==> config.mk <==
export PLATFORM = sky130hd
export DESIGN_NAME = aio_ports
export DESIGN_NICKNAME = d
export VERILOG_FILES = /design/src/aio_pkg.sv /design/src/aio_gp_pins.sv /design/src/aio_ports.sv
export SDC_FILE = /design/constraint.sdc
export NUM_CORES = 1
export LEC_CHECK = 0
export ABC_CLOCK_PERIOD_IN_PS = 6700
export BUFFER_PORTS_ARGS = -buffer_cell sky130_fd_sc_hd__clkbuf_2
export CORE_UTILIZATION = 60
export DETAILED_ROUTE_END_ITERATION = 7
export PLACE_DENSITY = 0.8
export SKIP_CTS_REPAIR_TIMING = 1
export SLEW_MARGIN = 20
export SYNTH_ARGS = -nofsm -noshare
export SYNTH_HDL_FRONTEND = slang
export SYNTH_SLANG_ARGS = --single-unit
==> constraint.sdc <==
create_clock -name aclk -period 6.7 [get_ports aclk]
set_clock_uncertainty 0.2 [all_clocks]
set_input_delay 1.005 -clock aclk [delete_from_list [all_inputs] [get_ports aclk]]
set_output_delay 1.005 -clock aclk [all_outputs]
set_load 0.01 [all_outputs]
==> src/aio_pkg.sv <==
// Constants, carrier types and address decoding for the analog and timer I/O port block.
// Assumes an AXI4-Lite master with 32-bit data; every register is one word, data in bits 7:0.
package aio_pkg;

    // ------------------------------------------------------------------
    // Register indices; byte address is four times the index.
    // ------------------------------------------------------------------
    localparam logic [31:0] AIO_IDX_AN1_PINS = 32'hffff_f080;
    localparam logic [31:0] AIO_IDX_AN1_IE   = 32'hffff_f08e;
    localparam logic [31:0] AIO_IDX_AN2_PINS = 32'hffff_f090;
    localparam logic [31:0] AIO_IDX_AN2_IE   = 32'hffff_f09e;
    localparam logic [31:0] AIO_IDX_AN3_PINS = 32'hffff_f0a0;
    localparam logic [31:0] AIO_IDX_AN3_IE   = 32'hffff_f0ae;
    localparam logic [31:0] AIO_IDX_GP1_DAT  = 32'hffff_f0b0;
    localparam logic [31:0] AIO_IDX_GP1_DIR  = 32'hffff_f0b1;
    localparam logic [31:0] AIO_IDX_GP1_FS   = 32'hffff_f0b2;
    localparam logic [31:0] AIO_IDX_GP1_IE   = 32'hffff_f0be;
    localparam logic [31:0] AIO_IDX_GP2_DAT  = 32'hffff_f0c0;
    localparam logic [31:0] AIO_IDX_GP2_DIR  = 32'hffff_f0c1;
    localparam logic [31:0] AIO_IDX_GP2_FS   = 32'hffff_f0c2;
    localparam logic [31:0] AIO_IDX_GP2_IE   = 32'hffff_f0ce;
    localparam logic [31:0] AIO_IDX_GP3_DAT  = 32'hffff_f0d0;
    localparam logic [31:0] AIO_IDX_GP3_DIR  = 32'hffff_f0d1;
    localparam logic [31:0] AIO_IDX_GP3_FS   = 32'hffff_f0d2;
    localparam logic [31:0] AIO_IDX_GP3_IE   = 32'hffff_f0de;

    // ------------------------------------------------------------------
    // Reset values, pin roles and bus answers.
    // ------------------------------------------------------------------
    localparam logic [7:0] AIO_IE_RST    = 8'h00;
    localparam logic [7:0] AIO_LATCH_RST = 8'h00;
    localparam logic [7:0] AIO_DIR_RST   = 8'h00;
    localparam logic [7:0] AIO_FS_RST    = 8'h00;
    localparam logic [7:0] AIO_GP3_CAP   = 8'h3f;
    localparam logic [7:0] AIO_GP3_OUT   = 8'hc0;
    localparam logic [7:0] AIO_ALL_CAP   = 8'hff;
    localparam logic [7:0] AIO_NONE      = 8'h00;
    localparam logic [1:0] AIO_OKAY      = 2'h0;
    localparam logic [1:0] AIO_SLVERR    = 2'h2;
    localparam logic [1:0] AIO_DECERR    = 2'h3;

    // ------------------------------------------------------------------
    // Types.
    // ------------------------------------------------------------------
    typedef enum logic [2:0] {
        AIO_K_NONE = 3'b000,
        AIO_K_APIN = 3'b001,
        AIO_K_AIE  = 3'b010,
        AIO_K_GDAT = 3'b011,
        AIO_K_GDIR = 3'b100,
        AIO_K_GFS  = 3'b101,
        AIO_K_GIE  = 3'b110
    } aio_kind_e;

    typedef struct packed {
        aio_kind_e  kind;
        logic [1:0] port;
    } aio_sel_s;

    typedef struct packed {
        logic [7:0] dat;
        logic [7:0] dir;
        logic [7:0] fs;
        logic [7:0] ie;
    } aio_gp_ctl_s;

    // Maps a byte address to register kind and port number; low two bits ignored.
    function automatic aio_sel_s aio_decode(input logic [31:0] addr);
        aio_sel_s s;
        s = '{kind: AIO_K_NONE, port: 2'h0};
        case (addr[31:2])
            AIO_IDX_AN1_PINS[29:0]: s = '{AIO_K_APIN, 2'h0};
            AIO_IDX_AN2_PINS[29:0]: s = '{AIO_K_APIN, 2'h1};
            AIO_IDX_AN3_PINS[29:0]: s = '{AIO_K_APIN, 2'h2};
            AIO_IDX_AN1_IE[29:0]:   s = '{AIO_K_AIE,  2'h0};
            AIO_IDX_AN2_IE[29:0]:   s = '{AIO_K_AIE,  2'h1};
            AIO_IDX_AN3_IE[29:0]:   s = '{AIO_K_AIE,  2'h2};
            AIO_IDX_GP1_DAT[29:0]:  s = '{AIO_K_GDAT, 2'h0};
            AIO_IDX_GP2_DAT[29:0]:  s = '{AIO_K_GDAT, 2'h1};
            AIO_IDX_GP3_DAT[29:0]:  s = '{AIO_K_GDAT, 2'h2};
            AIO_IDX_GP1_DIR[29:0]:  s = '{AIO_K_GDIR, 2'h0};
            AIO_IDX_GP2_DIR[29:0]:  s = '{AIO_K_GDIR, 2'h1};
            AIO_IDX_GP3_DIR[29:0]:  s = '{AIO_K_GDIR, 2'h2};
            AIO_IDX_GP1_FS[29:0]:   s = '{AIO_K_GFS,  2'h0};
            AIO_IDX_GP2_FS[29:0]:   s = '{AIO_K_GFS,  2'h1};
            AIO_IDX_GP3_FS[29:0]:   s = '{AIO_K_GFS,  2'h2};
            AIO_IDX_GP1_IE[29:0]:   s = '{AIO_K_GIE,  2'h0};
            AIO_IDX_GP2_IE[29:0]:   s = '{AIO_K_GIE,  2'h1};
            AIO_IDX_GP3_IE[29:0]:   s = '{AIO_K_GIE,  2'h2};
            default:                s = '{AIO_K_NONE, 2'h0};
        endcase
        return s;
    endfunction

endpackage

==> src/aio_gp_pins.sv <==
// Pin logic of one 8-bit general-purpose port: input synchroniser, pad drive, capture feed.
// Assumes its control word comes from registers on the same clock.
`timescale 1ns/100ps
module aio_gp_pins
    import aio_pkg::*;
#(
    parameter logic [7:0] CAP_MASK = AIO_ALL_CAP,
    parameter logic [7:0] OUT_MASK = AIO_NONE
) (
    // Clock, reset, enable.
    input  wire logic        aclk,
    input  wire logic        aresetn,
    input  wire logic        ce,
    // Register side.
    input  wire aio_gp_ctl_s ctl,
    output logic [7:0]       rd_data,
    // Pads.
    input  wire logic [7:0]  pin_in,
    output logic [7:0]       pin_out,
    output logic [7:0]       pin_oe,
    // Timers.
    input  wire logic [7:0]  tmr_out,
    output logic [7:0]       cap_in
);

    typedef struct packed {
        logic [7:0] s1;
        logic [7:0] s2;
        logic [7:0] out;
        logic [7:0] oe;
        logic [7:0] cap;
    } aio_pin_st_s;

    aio_pin_st_s st_r;
    aio_pin_st_s st_nxt;
    logic [7:0]  drive_w;
    logic [7:0]  alt_out_w;

    // Pins selected for capture never drive, even with direction set, so a timer input cannot fight the pad.
    assign drive_w   = ctl.dir & ~(ctl.fs & CAP_MASK);
    assign alt_out_w = ctl.fs & OUT_MASK;

    // Next state: synchroniser, pad drive and capture feed.
    always_comb begin
        st_nxt     = st_r;
        st_nxt.s1  = pin_in;
        st_nxt.s2  = st_r.s1;
        st_nxt.oe  = drive_w;
        st_nxt.out = (ctl.dat & ~alt_out_w) | (tmr_out & alt_out_w);
        st_nxt.cap = st_r.s2 & ctl.ie & ctl.fs & CAP_MASK;
    end

    // State register; pads come out of reset undriven.
    always_ff @(posedge aclk) begin
        if (!aresetn) begin
            st_r <= '0;
        end else if (ce) begin
            st_r <= st_nxt;
        end
    end

    assign pin_out = st_r.out;
    assign pin_oe  = st_r.oe;
    assign cap_in  = st_r.cap;
    // Enabled bits read the pad, the others read back the latch.
    assign rd_data = (st_r.s2 & ctl.ie) | (ctl.dat & ~ctl.ie);
endmodule

==> src/aio_ports.sv <==
// Top of the analog and timer I/O ports: AXI4-Lite register slave, three analog input
// ports and three general-purpose ports with timer alternate functions.
// Assumes pads and timers sit outside; analog pins arrive asynchronous to aclk.
//
// Local design decision: the AXI4-Lite interface to the registers.
`timescale 1ns/100ps
module aio_ports
    import aio_pkg::*;
(
    // Clock, reset, enable.
    input  wire logic        aclk,
    input  wire logic        aresetn,
    input  wire logic        ce,

    // AXI4-Lite write address.
    input  wire logic        s_axi_awvalid,
    output logic             s_axi_awready,
    input  wire logic [31:0] s_axi_awaddr,

    // AXI4-Lite write data.
    input  wire logic        s_axi_wvalid,
    output logic             s_axi_wready,
    input  wire logic [31:0] s_axi_wdata,
    input  wire logic [3:0]  s_axi_wstrb,

    // AXI4-Lite write response.
    output logic             s_axi_bvalid,
    input  wire logic        s_axi_bready,
    output logic [1:0]       s_axi_bresp,

    // AXI4-Lite read address.
    input  wire logic        s_axi_arvalid,
    output logic             s_axi_arready,
    input  wire logic [31:0] s_axi_araddr,

    // AXI4-Lite read data.
    output logic             s_axi_rvalid,
    input  wire logic        s_axi_rready,
    output logic [31:0]      s_axi_rdata,
    output logic [1:0]       s_axi_rresp,

    // Analog port pads, three ports of eight.
    input  wire logic [23:0] analog_pin_in,

    // General-purpose port pads, three ports of eight.
    input  wire logic [23:0] gp_pin_in,
    output logic [23:0]      gp_pin_out,
    output logic [23:0]      gp_pin_oe,

    // Timer connections.
    output logic [21:0]      timer_capture_input,
    input  wire logic [1:0]  timer_output
);

    // ------------------------------------------------------------------
    // State.
    // ------------------------------------------------------------------

    // Index 0..2 of ie holds the analog ports, 3..5 the general ports.
    typedef struct packed {
        logic            aw_got;
        logic [31:0]     awaddr;
        logic            w_got;
        logic [7:0]      wdata;
        logic            wen;
        logic            bvalid;
        logic [1:0]      bresp;
        logic            rvalid;
        logic [7:0]      rdata;
        logic [1:0]      rresp;
        logic [2:0][7:0] an_s1;
        logic [2:0][7:0] an_s2;
        logic [5:0][7:0] ie;
        logic [2:0][7:0] dat;
        logic [2:0][7:0] dir;
        logic [2:0][7:0] fs;
    } aio_st_s;

    aio_st_s         st_r;
    aio_st_s         st_nxt;
    aio_sel_s        wsel_w;
    aio_sel_s        rsel_w;
    logic [2:0][7:0] gp_rd_w;
    logic [2:0][7:0] tmr_w;
    logic [2:0][7:0] cap_w;
    logic [7:0]      rval_w;
    logic [1:0]      rresp_w;
    logic [7:0]      an1_lvl_w;

    // ------------------------------------------------------------------
    // Handshake outputs.
    // ------------------------------------------------------------------

    // Ready drops with ce so nothing is taken while the state is frozen.
    assign s_axi_awready = ce && !st_r.aw_got && !st_r.bvalid;
    assign s_axi_wready  = ce && !st_r.w_got && !st_r.bvalid;
    assign s_axi_arready = ce && !st_r.rvalid;

    // Response outputs come straight from the state register.
    assign s_axi_bvalid = st_r.bvalid;
    assign s_axi_bresp  = st_r.bresp;
    assign s_axi_rvalid = st_r.rvalid;
    assign s_axi_rdata  = {24'h00_0000, st_r.rdata};
    assign s_axi_rresp  = st_r.rresp;

    // ------------------------------------------------------------------
    // Decode and read mux.
    // ------------------------------------------------------------------

    // The write decodes its held address; the read decodes the live one at the handshake.
    assign wsel_w = aio_decode(st_r.awaddr);
    assign rsel_w = aio_decode(s_axi_araddr);

    // Analog data reads zero on bits whose digital input is still disabled.
    assign an1_lvl_w = st_r.an_s2[0] & st_r.ie[0];

    // Read value for the address offered on the read channel.
    always_comb begin
        rval_w  = 8'h00;
        rresp_w = AIO_OKAY;
        case (rsel_w.kind)
            AIO_K_APIN: begin
                rval_w = st_r.an_s2[rsel_w.port] & st_r.ie[rsel_w.port];
            end
            AIO_K_AIE: begin
                rval_w = st_r.ie[rsel_w.port];
            end
            AIO_K_GDAT: begin
                rval_w = gp_rd_w[rsel_w.port];
            end
            AIO_K_GDIR: begin
                rval_w = st_r.dir[rsel_w.port];
            end
            AIO_K_GFS: begin
                rval_w = st_r.fs[rsel_w.port];
            end
            AIO_K_GIE: begin
                rval_w = st_r.ie[3'(rsel_w.port) + 3'd3];
            end
            default: begin
                rresp_w = AIO_DECERR;
            end
        endcase
    end

    // ------------------------------------------------------------------
    // Next state.
    // ------------------------------------------------------------------

    // Address and data are latched independently, so either may come first.
    always_comb begin
        st_nxt       = st_r;
        // Analog pads pass two flops; only the second one is ever read.
        st_nxt.an_s1 = analog_pin_in;
        st_nxt.an_s2 = st_r.an_s1;

        if (s_axi_awvalid && s_axi_awready) begin
            st_nxt.aw_got = 1'b1;
            st_nxt.awaddr = s_axi_awaddr;
        end
        if (s_axi_wvalid && s_axi_wready) begin
            st_nxt.w_got = 1'b1;
            st_nxt.wdata = s_axi_wdata[7:0];
            st_nxt.wen   = s_axi_wstrb[0];
        end

        // Commit a write once both halves are held; byte lane 0 carries the data.
        if (st_r.aw_got && st_r.w_got) begin
            st_nxt.aw_got = 1'b0;
            st_nxt.w_got  = 1'b0;
            st_nxt.bvalid = 1'b1;
            st_nxt.bresp  = AIO_OKAY;
            case (wsel_w.kind)
                AIO_K_APIN: begin
                    st_nxt.bresp = AIO_SLVERR;
                end
                AIO_K_AIE: begin
                    if (st_r.wen) begin
                        st_nxt.ie[wsel_w.port] = st_r.wdata;
                    end
                end
                AIO_K_GDAT: begin
                    if (st_r.wen) begin
                        st_nxt.dat[wsel_w.port] = st_r.wdata;
                    end
                end
                AIO_K_GDIR: begin
                    if (st_r.wen) begin
                        st_nxt.dir[wsel_w.port] = st_r.wdata;
                    end
                end
                AIO_K_GFS: begin
                    if (st_r.wen) begin
                        st_nxt.fs[wsel_w.port] = st_r.wdata;
                    end
                end
                AIO_K_GIE: begin
                    if (st_r.wen) begin
                        st_nxt.ie[3'(wsel_w.port) + 3'd3] = st_r.wdata;
                    end
                end
                default: begin
                    st_nxt.bresp = AIO_DECERR;
                end
            endcase
        end
        if (st_r.bvalid && s_axi_bready) begin
            st_nxt.bvalid = 1'b0;
        end

        // Read: answer one cycle after the address is taken.
        if (st_r.rvalid && s_axi_rready) begin
            st_nxt.rvalid = 1'b0;
        end
        if (s_axi_arvalid && s_axi_arready) begin
            st_nxt.rvalid = 1'b1;
            st_nxt.rdata  = rval_w;
            st_nxt.rresp  = rresp_w;
        end
    end

    // ------------------------------------------------------------------
    // State register.
    // ------------------------------------------------------------------

    // Every input enable resets to zero, so no digital input runs until software asks.
    always_ff @(posedge aclk) begin
        if (!aresetn) begin
            st_r     <= '0;
            st_r.ie  <= {6{AIO_IE_RST}};
            st_r.dat <= {3{AIO_LATCH_RST}};
            st_r.dir <= {3{AIO_DIR_RST}};
            st_r.fs  <= {3{AIO_FS_RST}};
        end else if (ce) begin
            st_r <= st_nxt;
        end
    end

    // ------------------------------------------------------------------
    // General-purpose port pins.
    // ------------------------------------------------------------------

    assign tmr_w[0] = 8'h00;
    assign tmr_w[1] = 8'h00;
    assign tmr_w[2] = {timer_output, 6'h00};

    // Ports one and two feed capture inputs on every pin; port three splits in and out.
    genvar g;
    for (g = 0; g < 3; g++) begin : gp
        aio_gp_pins #(
            .CAP_MASK (g == 2 ? AIO_GP3_CAP : AIO_ALL_CAP),
            .OUT_MASK (g == 2 ? AIO_GP3_OUT : AIO_NONE)
        ) u_pins (
            .aclk    (aclk),
            .aresetn (aresetn),
            .ce      (ce),
            .ctl     ('{dat: st_r.dat[g], dir: st_r.dir[g],
                        fs: st_r.fs[g], ie: st_r.ie[g + 3]}),
            .rd_data (gp_rd_w[g]),
            .pin_in  (gp_pin_in[g*8 +: 8]),
            .pin_out (gp_pin_out[g*8 +: 8]),
            .pin_oe  (gp_pin_oe[g*8 +: 8]),
            .tmr_out (tmr_w[g]),
            .cap_in  (cap_w[g])
        );
    end

    // Ports one and two fill bits 15:0; port three adds its six capture pins above.
    assign timer_capture_input = {cap_w[2][5:0], cap_w[1], cap_w[0]};
endmodule

== After elaboration in Yosys (flattened, before gate mapping) ==
Index checks and enable logic that the tools add are counted.

* Register bits: 343
* Latch bits: 0
* Bits in writable memories: 0
* Memory bits (read-only): 0
* Input bits: 158
* Word-level logic and storage cells: 208
* Memories kept: 0

* $add $sub $neg: 2
* Multipliers: 0
* Divide/modulo/power cells: 0
* Order comparisons: 8
* Eq/ne operators: 50
* Shifts and indexed selects: 0
* Muxes and demuxes: 39
* Bitwise operators: 26
* Reduce and logical (&&, ||, !) cells: 37

{| class="wikitable"
|+ Operators by type and width
! cell !! count
|-
| $eq 30x30->1 const B || 36
|-
| $pmux 5 s18 || 2
|-
| $and 8x8->8 || 14
|-
| $bwmux 48 || 2
|-
| $mux 48 || 2
|-
| $pmux 48 s2 || 1
|-
| $bmux 8 s2 || 5
|-
| $bwmux 24 || 3
|-
| $mux 8 || 9
|-
| $not 8->8 || 6
|-
| $pmux 8 s6 || 1
|-
| $mux 33 || 1
|-
| $demux 8 s2 || 2
|-
| $or 8x8->8 || 4
|-
| $bmux 8 s3 || 1
|-
| $demux 8 s3 || 1
|-
| $eq 3x3->1 const B || 6
|-
| $reduce_and 2->1 || 8
|-
| $logic_and 1x1->1 || 14
|-
| $eq 3x2->1 const B || 4
|-
| $reduce_and 4->1 || 3
|-
| $mux 11 || 1
|-
| $mux 10 || 1
|-
| $reduce_bool 2->1 || 5
|-
| 18 further kinds || 30
|}

== Logic depth before layout (Yosys ltp) ==
* Depth in word-level cells: 10
* Depth in mapped cells: 17
* Mapped depth without buffers: 12

== By module ==
From an unflattened synthesis, not the netlist that was laid out.

* Cells, all modules: 1736
* Area, all modules: 16564.6 µm²

{| class="wikitable"
|+ By module, submodules not included
! module !! instances !! cells each !! area an instance (µm²) !! seq. area each (µm²)
|-
| aio_ports || 1 || 1209 || 10981.8 || 4444.3
|-
| aio_gp_pins (gp[0].u_pins ...) || 2 || 178 || 1885.6 || 800.8
|-
| aio_gp_pins (gp[2].u_pins) || 1 || 171 || 1811.7 || 760.7
|}

== Worst setup path after synthesis ==
No wires, ideal clock.

* Path type: input to register
* From: in s_axi_araddr[8]
* To: reg st_r (netlist bit s_axi_rdata[5])
* Setup time: 0.133 ns
* Arrival: 4.360 ns
* Slack: 2.007 ns
* Stages: 15
* Path buffers: 5
* Cell sequence: clkbuf_1 -> nor2b_1 -> o221a_2 -> o211a_1 -> inv_1 -> clkbuf_1 -> clkbuf_1 -> ha_1 -> clkbuf_1 -> clkbuf_1 -> mux2_2 -> a221oi_1 -> o31ai_1 -> a211oi_1 -> a311oi_1

* Word-level cells in the longest chain between the ends: 6
* Elaborated cells between the ends (all ways): 40
* Classes of those cells: add/sub (1); eq/ne (24); mux (14); bitwise (1)

{| class="wikitable"
|+ Ends and longest elaborated chain
! item !! line !! text
|-
| start, declared || aio_ports.sv:34 || <nowiki>input wire logic [31:0] s_axi_araddr,</nowiki>
|-
| $eq 30x30->1 || aio_pkg.sv:71 || <nowiki>case (addr[31:2])</nowiki>
|-
| $pmux 5 s18 (*) || aio_pkg.sv:71 ||
|-
| $add 2x2->3 (tied with other cells) || aio_ports.sv:138 || <nowiki>rval_w = st_r.ie[3'(rsel_w.port) + 3'd3];</nowiki>
|-
| $bmux 8 s3 (tied with other cells) || aio_ports.sv:138 ||
|-
| $mux 8 (implied by the code) / $and 8x8->8 (equally long branches) || aio_ports.sv:138, aio_ports.sv:123 ||
|-
| $pmux 8 s6 (*) || aio_ports.sv:121 || <nowiki>case (rsel_w.kind)</nowiki>
|-
| end signal, assigned || aio_ports.sv:235 || <nowiki>st_r <= st_nxt;</nowiki>
|-
| end, declared || aio_ports.sv:79 || <nowiki>aio_st_s st_r;</nowiki>
|}

Mark *: on every way between the ends. The rest lies on a longest branch, timed or not. The select of a mux whose other input is x is not followed.
A chain may end at the register's enable or synchronous reset.

== Final worst setup path ==
* From: in s_axi_araddr[3]
* To: reg st_r (netlist bit s_axi_rdata[0])

The elaborated chain is that of the path after synthesis.

==> metrics <==
worst-path fanout max=18; initial antenna violation count=0; TritonCTS clock tree=done; die width=164 µm; worst skew pair latency=a little over 0.5 ns; grt total ovfl=0; area of the die=0.0269 mm²; HP Class=reg -> reg; Netlist Area Pre-Place=0.0158 mm²; post-route cell area=0.0174 mm²; detailed placement HPWL=approximately 29,000 µm; final core area utilization=68.1%; CTS Buffer Depth=3; worst path arrival time=4.87 ns; clk slew on worst S/H paths=around 0.050 ns; post-synth cell types=72; die height=164 µm; Initial Util=61.8%; DRT Wirelength=42,400 µm; clk sink count=340; Rows=58; syn_area_per_cell=8.90 µm²; final setup TNS=0 ns; min cycle time layout=approximately 4.7 ns; largest net degree at the start of global routing=183; Final Cycle Share=70.5%; number of diodes=0; Setup CP Type=in -> reg; hold slack=0.255 ns; sequential share of the synthesized area=between 40% and 50%; top_reg_cell synth=dfxtp_1; drt via density=6.00; Core ar.=approximately 0.025 mm²; RSZ-0062 raised after global routing=no; Slew Limit Fails=0; crit path launch type=input pin; cells on worst reg2reg path=10; fmax=212 MHz; proportion of layout cells with a drive suffix above 1=roughly 17%; MaxCap Viol Count=0; drt first pass iters=5; #FFs+latches synth=340; power per cell area=246 mW/mm²; Placed Area=roughly 0.016 mm²; CTS Buf Count=36; number of global-route vias before repair=11,700; Ports=269; Yosys Warn Count=0; Cells after Synth=1,769; Final ANT Viol Nets=0; Power Total=4.27 mW; Worst-Margin Slew=1.05 ns; Layout area overhead=10.2%; final hold violation count=0; htree depth=2; first-pass GRT wire length=64,200 µm; PortBufs=213; initial DRC count=1,284; WL per Instance=around 19 µm; relative slew slack=around 30%; root buf cell=clkbuf_16; Lkg Pwr=approximately 7.6 nW; # nets final=1,999; maximum vdd drop=around 0.20 mV; RePlAce Congestion=0.968; fillers=2,044; status=finished clean; cell depth of the worst hold path=2; CP Data Required Time=6.84 ns; GRT Total Usage=30.8%; post-synthesis async set-or-reset flop share=0%; drc violations=0; Post-synth EDFFs=0; critical path endpoint category=flop; Final setup viols=0; vias post-DR=13,100
[routing by layer]
layer	share of wire, %	global-route usage (%)
met1	44	42.0
met2	44	48.4
met3	8.6	5.63
met4	3.7	11.8
met5	0	0
[worst paths after layout]
path | startpoint | endpoint | slack, ns
min | st_r[205] | st_r[205] | 0.25
max | s_axi_araddr[3] | s_axi_rdata[0] | 1.97
min reg2reg | st_r[205] | st_r[205] | 0.25
max reg2reg | st_r[214] | st_r[78] | 2.75
[stage by stage]
| stage | setup WS [ns] | instances |
|---|---|---|
| after CTS | 2.10 | 2187 |
| after detailed placement | 1.59 | 2128 |
| final | 1.97 | 2187 |
| after global routing | 1.71 | 2187 |
| after global placement | 1.63 | 2128 |
| after floorplan | 2.01 | 1792 |
[placed cells by master, fill, tap and decap left out, types with 37 or more instances in the layout]
cell,count
dfxtp_1,340
nor2_1,264
mux2i_1,253
clkbuf_2,212
nand2_1,143
a21oi_1,136
nand2b_1,48
o21ai_0,45
nand3_1,41
clkbuf_16,37
[critical path, cell delays in order]
cell and delay, ns:
clkbuf_2 0.12, nor3_1 0.55, a22oi_1 0.22, o211a_1 0.53, nor2_2 0.24, inv_2 0.18, ha_1 0.55, nor2b_1 0.34
buf_4 0.21, a221oi_1 0.38, o31ai_1 0.14, a211oi_1 0.27, a311oi_1 0.12
[layout make-up]
cell class                 instances  area [µm²]  share of cell area [%]
multi-input combinational       1222        7780                    44.8
sequential                       340        6810                    39.2
timing repair buffer             222        1160                    6.68
clock buffer                      49        1030                    5.94
tap                              330         413                    2.38
clock inverter                    10         108                   0.620
inverter                          14        60.1                   0.346
[Yosys cell counts, types with 3 or more instances]
master | count | share of area [%]
a2111oi_0 | 3 | 0.17
a211o_1 | 4 | 0.22
a211oi_1 | 11 | 0.52
a21o_1 | 4 | 0.19
a21oi_1 | 136 | 4.3
a221oi_1 | 11 | 0.61
a22oi_1 | 7 | 0.33
a311oi_1 | 8 | 0.44
a31oi_1 | 8 | 0.32
and2_1 | 7 | 0.28
and3_1 | 5 | 0.20
and4_1 | 6 | 0.33
and4b_1 | 3 | 0.19
buf_1 | 19 | 0.45
buf_2 | 6 | 0.19
buf_4 | 106 | 5.1
clkbuf_1 | 85 | 2.0
dfxtp_1 | 340 | 43
ha_1 | 5 | 0.40
inv_1 | 13 | 0.31
mux2_2 | 22 | 1.6
mux2i_1 | 253 | 16
nand2_1 | 143 | 3.4
nand2b_1 | 48 | 1.9
nand3_1 | 41 | 1.3
nand3b_1 | 21 | 1.0
nand4_1 | 36 | 1.4
nor2_1 | 264 | 6.3
nor2b_1 | 7 | 0.28
nor3_1 | 12 | 0.38
nor3b_1 | 4 | 0.19
nor4bb_1 | 3 | 0.19
o2111ai_1 | 3 | 0.17
o211a_1 | 3 | 0.19
o211ai_1 | 14 | 0.67
o21ai_0 | 45 | 1.4
o31ai_1 | 7 | 0.33
or3_1 | 4 | 0.16
or3b_1 | 4 | 0.22
or3b_2 | 5 | 0.28
[registers in the layout, indices dropped and copies added, names as in the netlist]
| register | cells |
|---|---|
| gp.u_pins.cap_in | 22 |
| gp.u_pins.pin_oe | 24 |
| gp.u_pins.pin_out | 24 |
| gp.u_pins.st_nxt | 24 |
| gp.u_pins.st_r | 24 |
| s_axi_bresp | 2 |
| s_axi_bvalid | 1 |
| s_axi_rdata | 8 |
| s_axi_rresp | 1 |
| s_axi_rvalid | 1 |
| st_nxt | 24 |
| st_r | 185 |
[power by group]
part / leakage, nW / switching [mW] / internal [mW]
Clock: 0.566 / 0.783 / 1.15
Combinational: 4.26 / 0.139 / 0.0924
Sequential: 2.76 / 0.0454 / 2.06
[kinds of logic after synthesis]
kind of cell               count (synthesis)  synth area share (%)
and+or+nand+nor                          629                  19.0
buffers and inverters                    230                  8.05
muxes                                    275                  17.7
AOI/OAI and AO/OA                        288                  11.6
other                                      1                0.0238
DFF                                      340                  43.2
xor gates and xnor gates                   1                0.0556
adders and majority gates                  5                 0.397
Note: power is estimated with default switching activity, not from simulation.
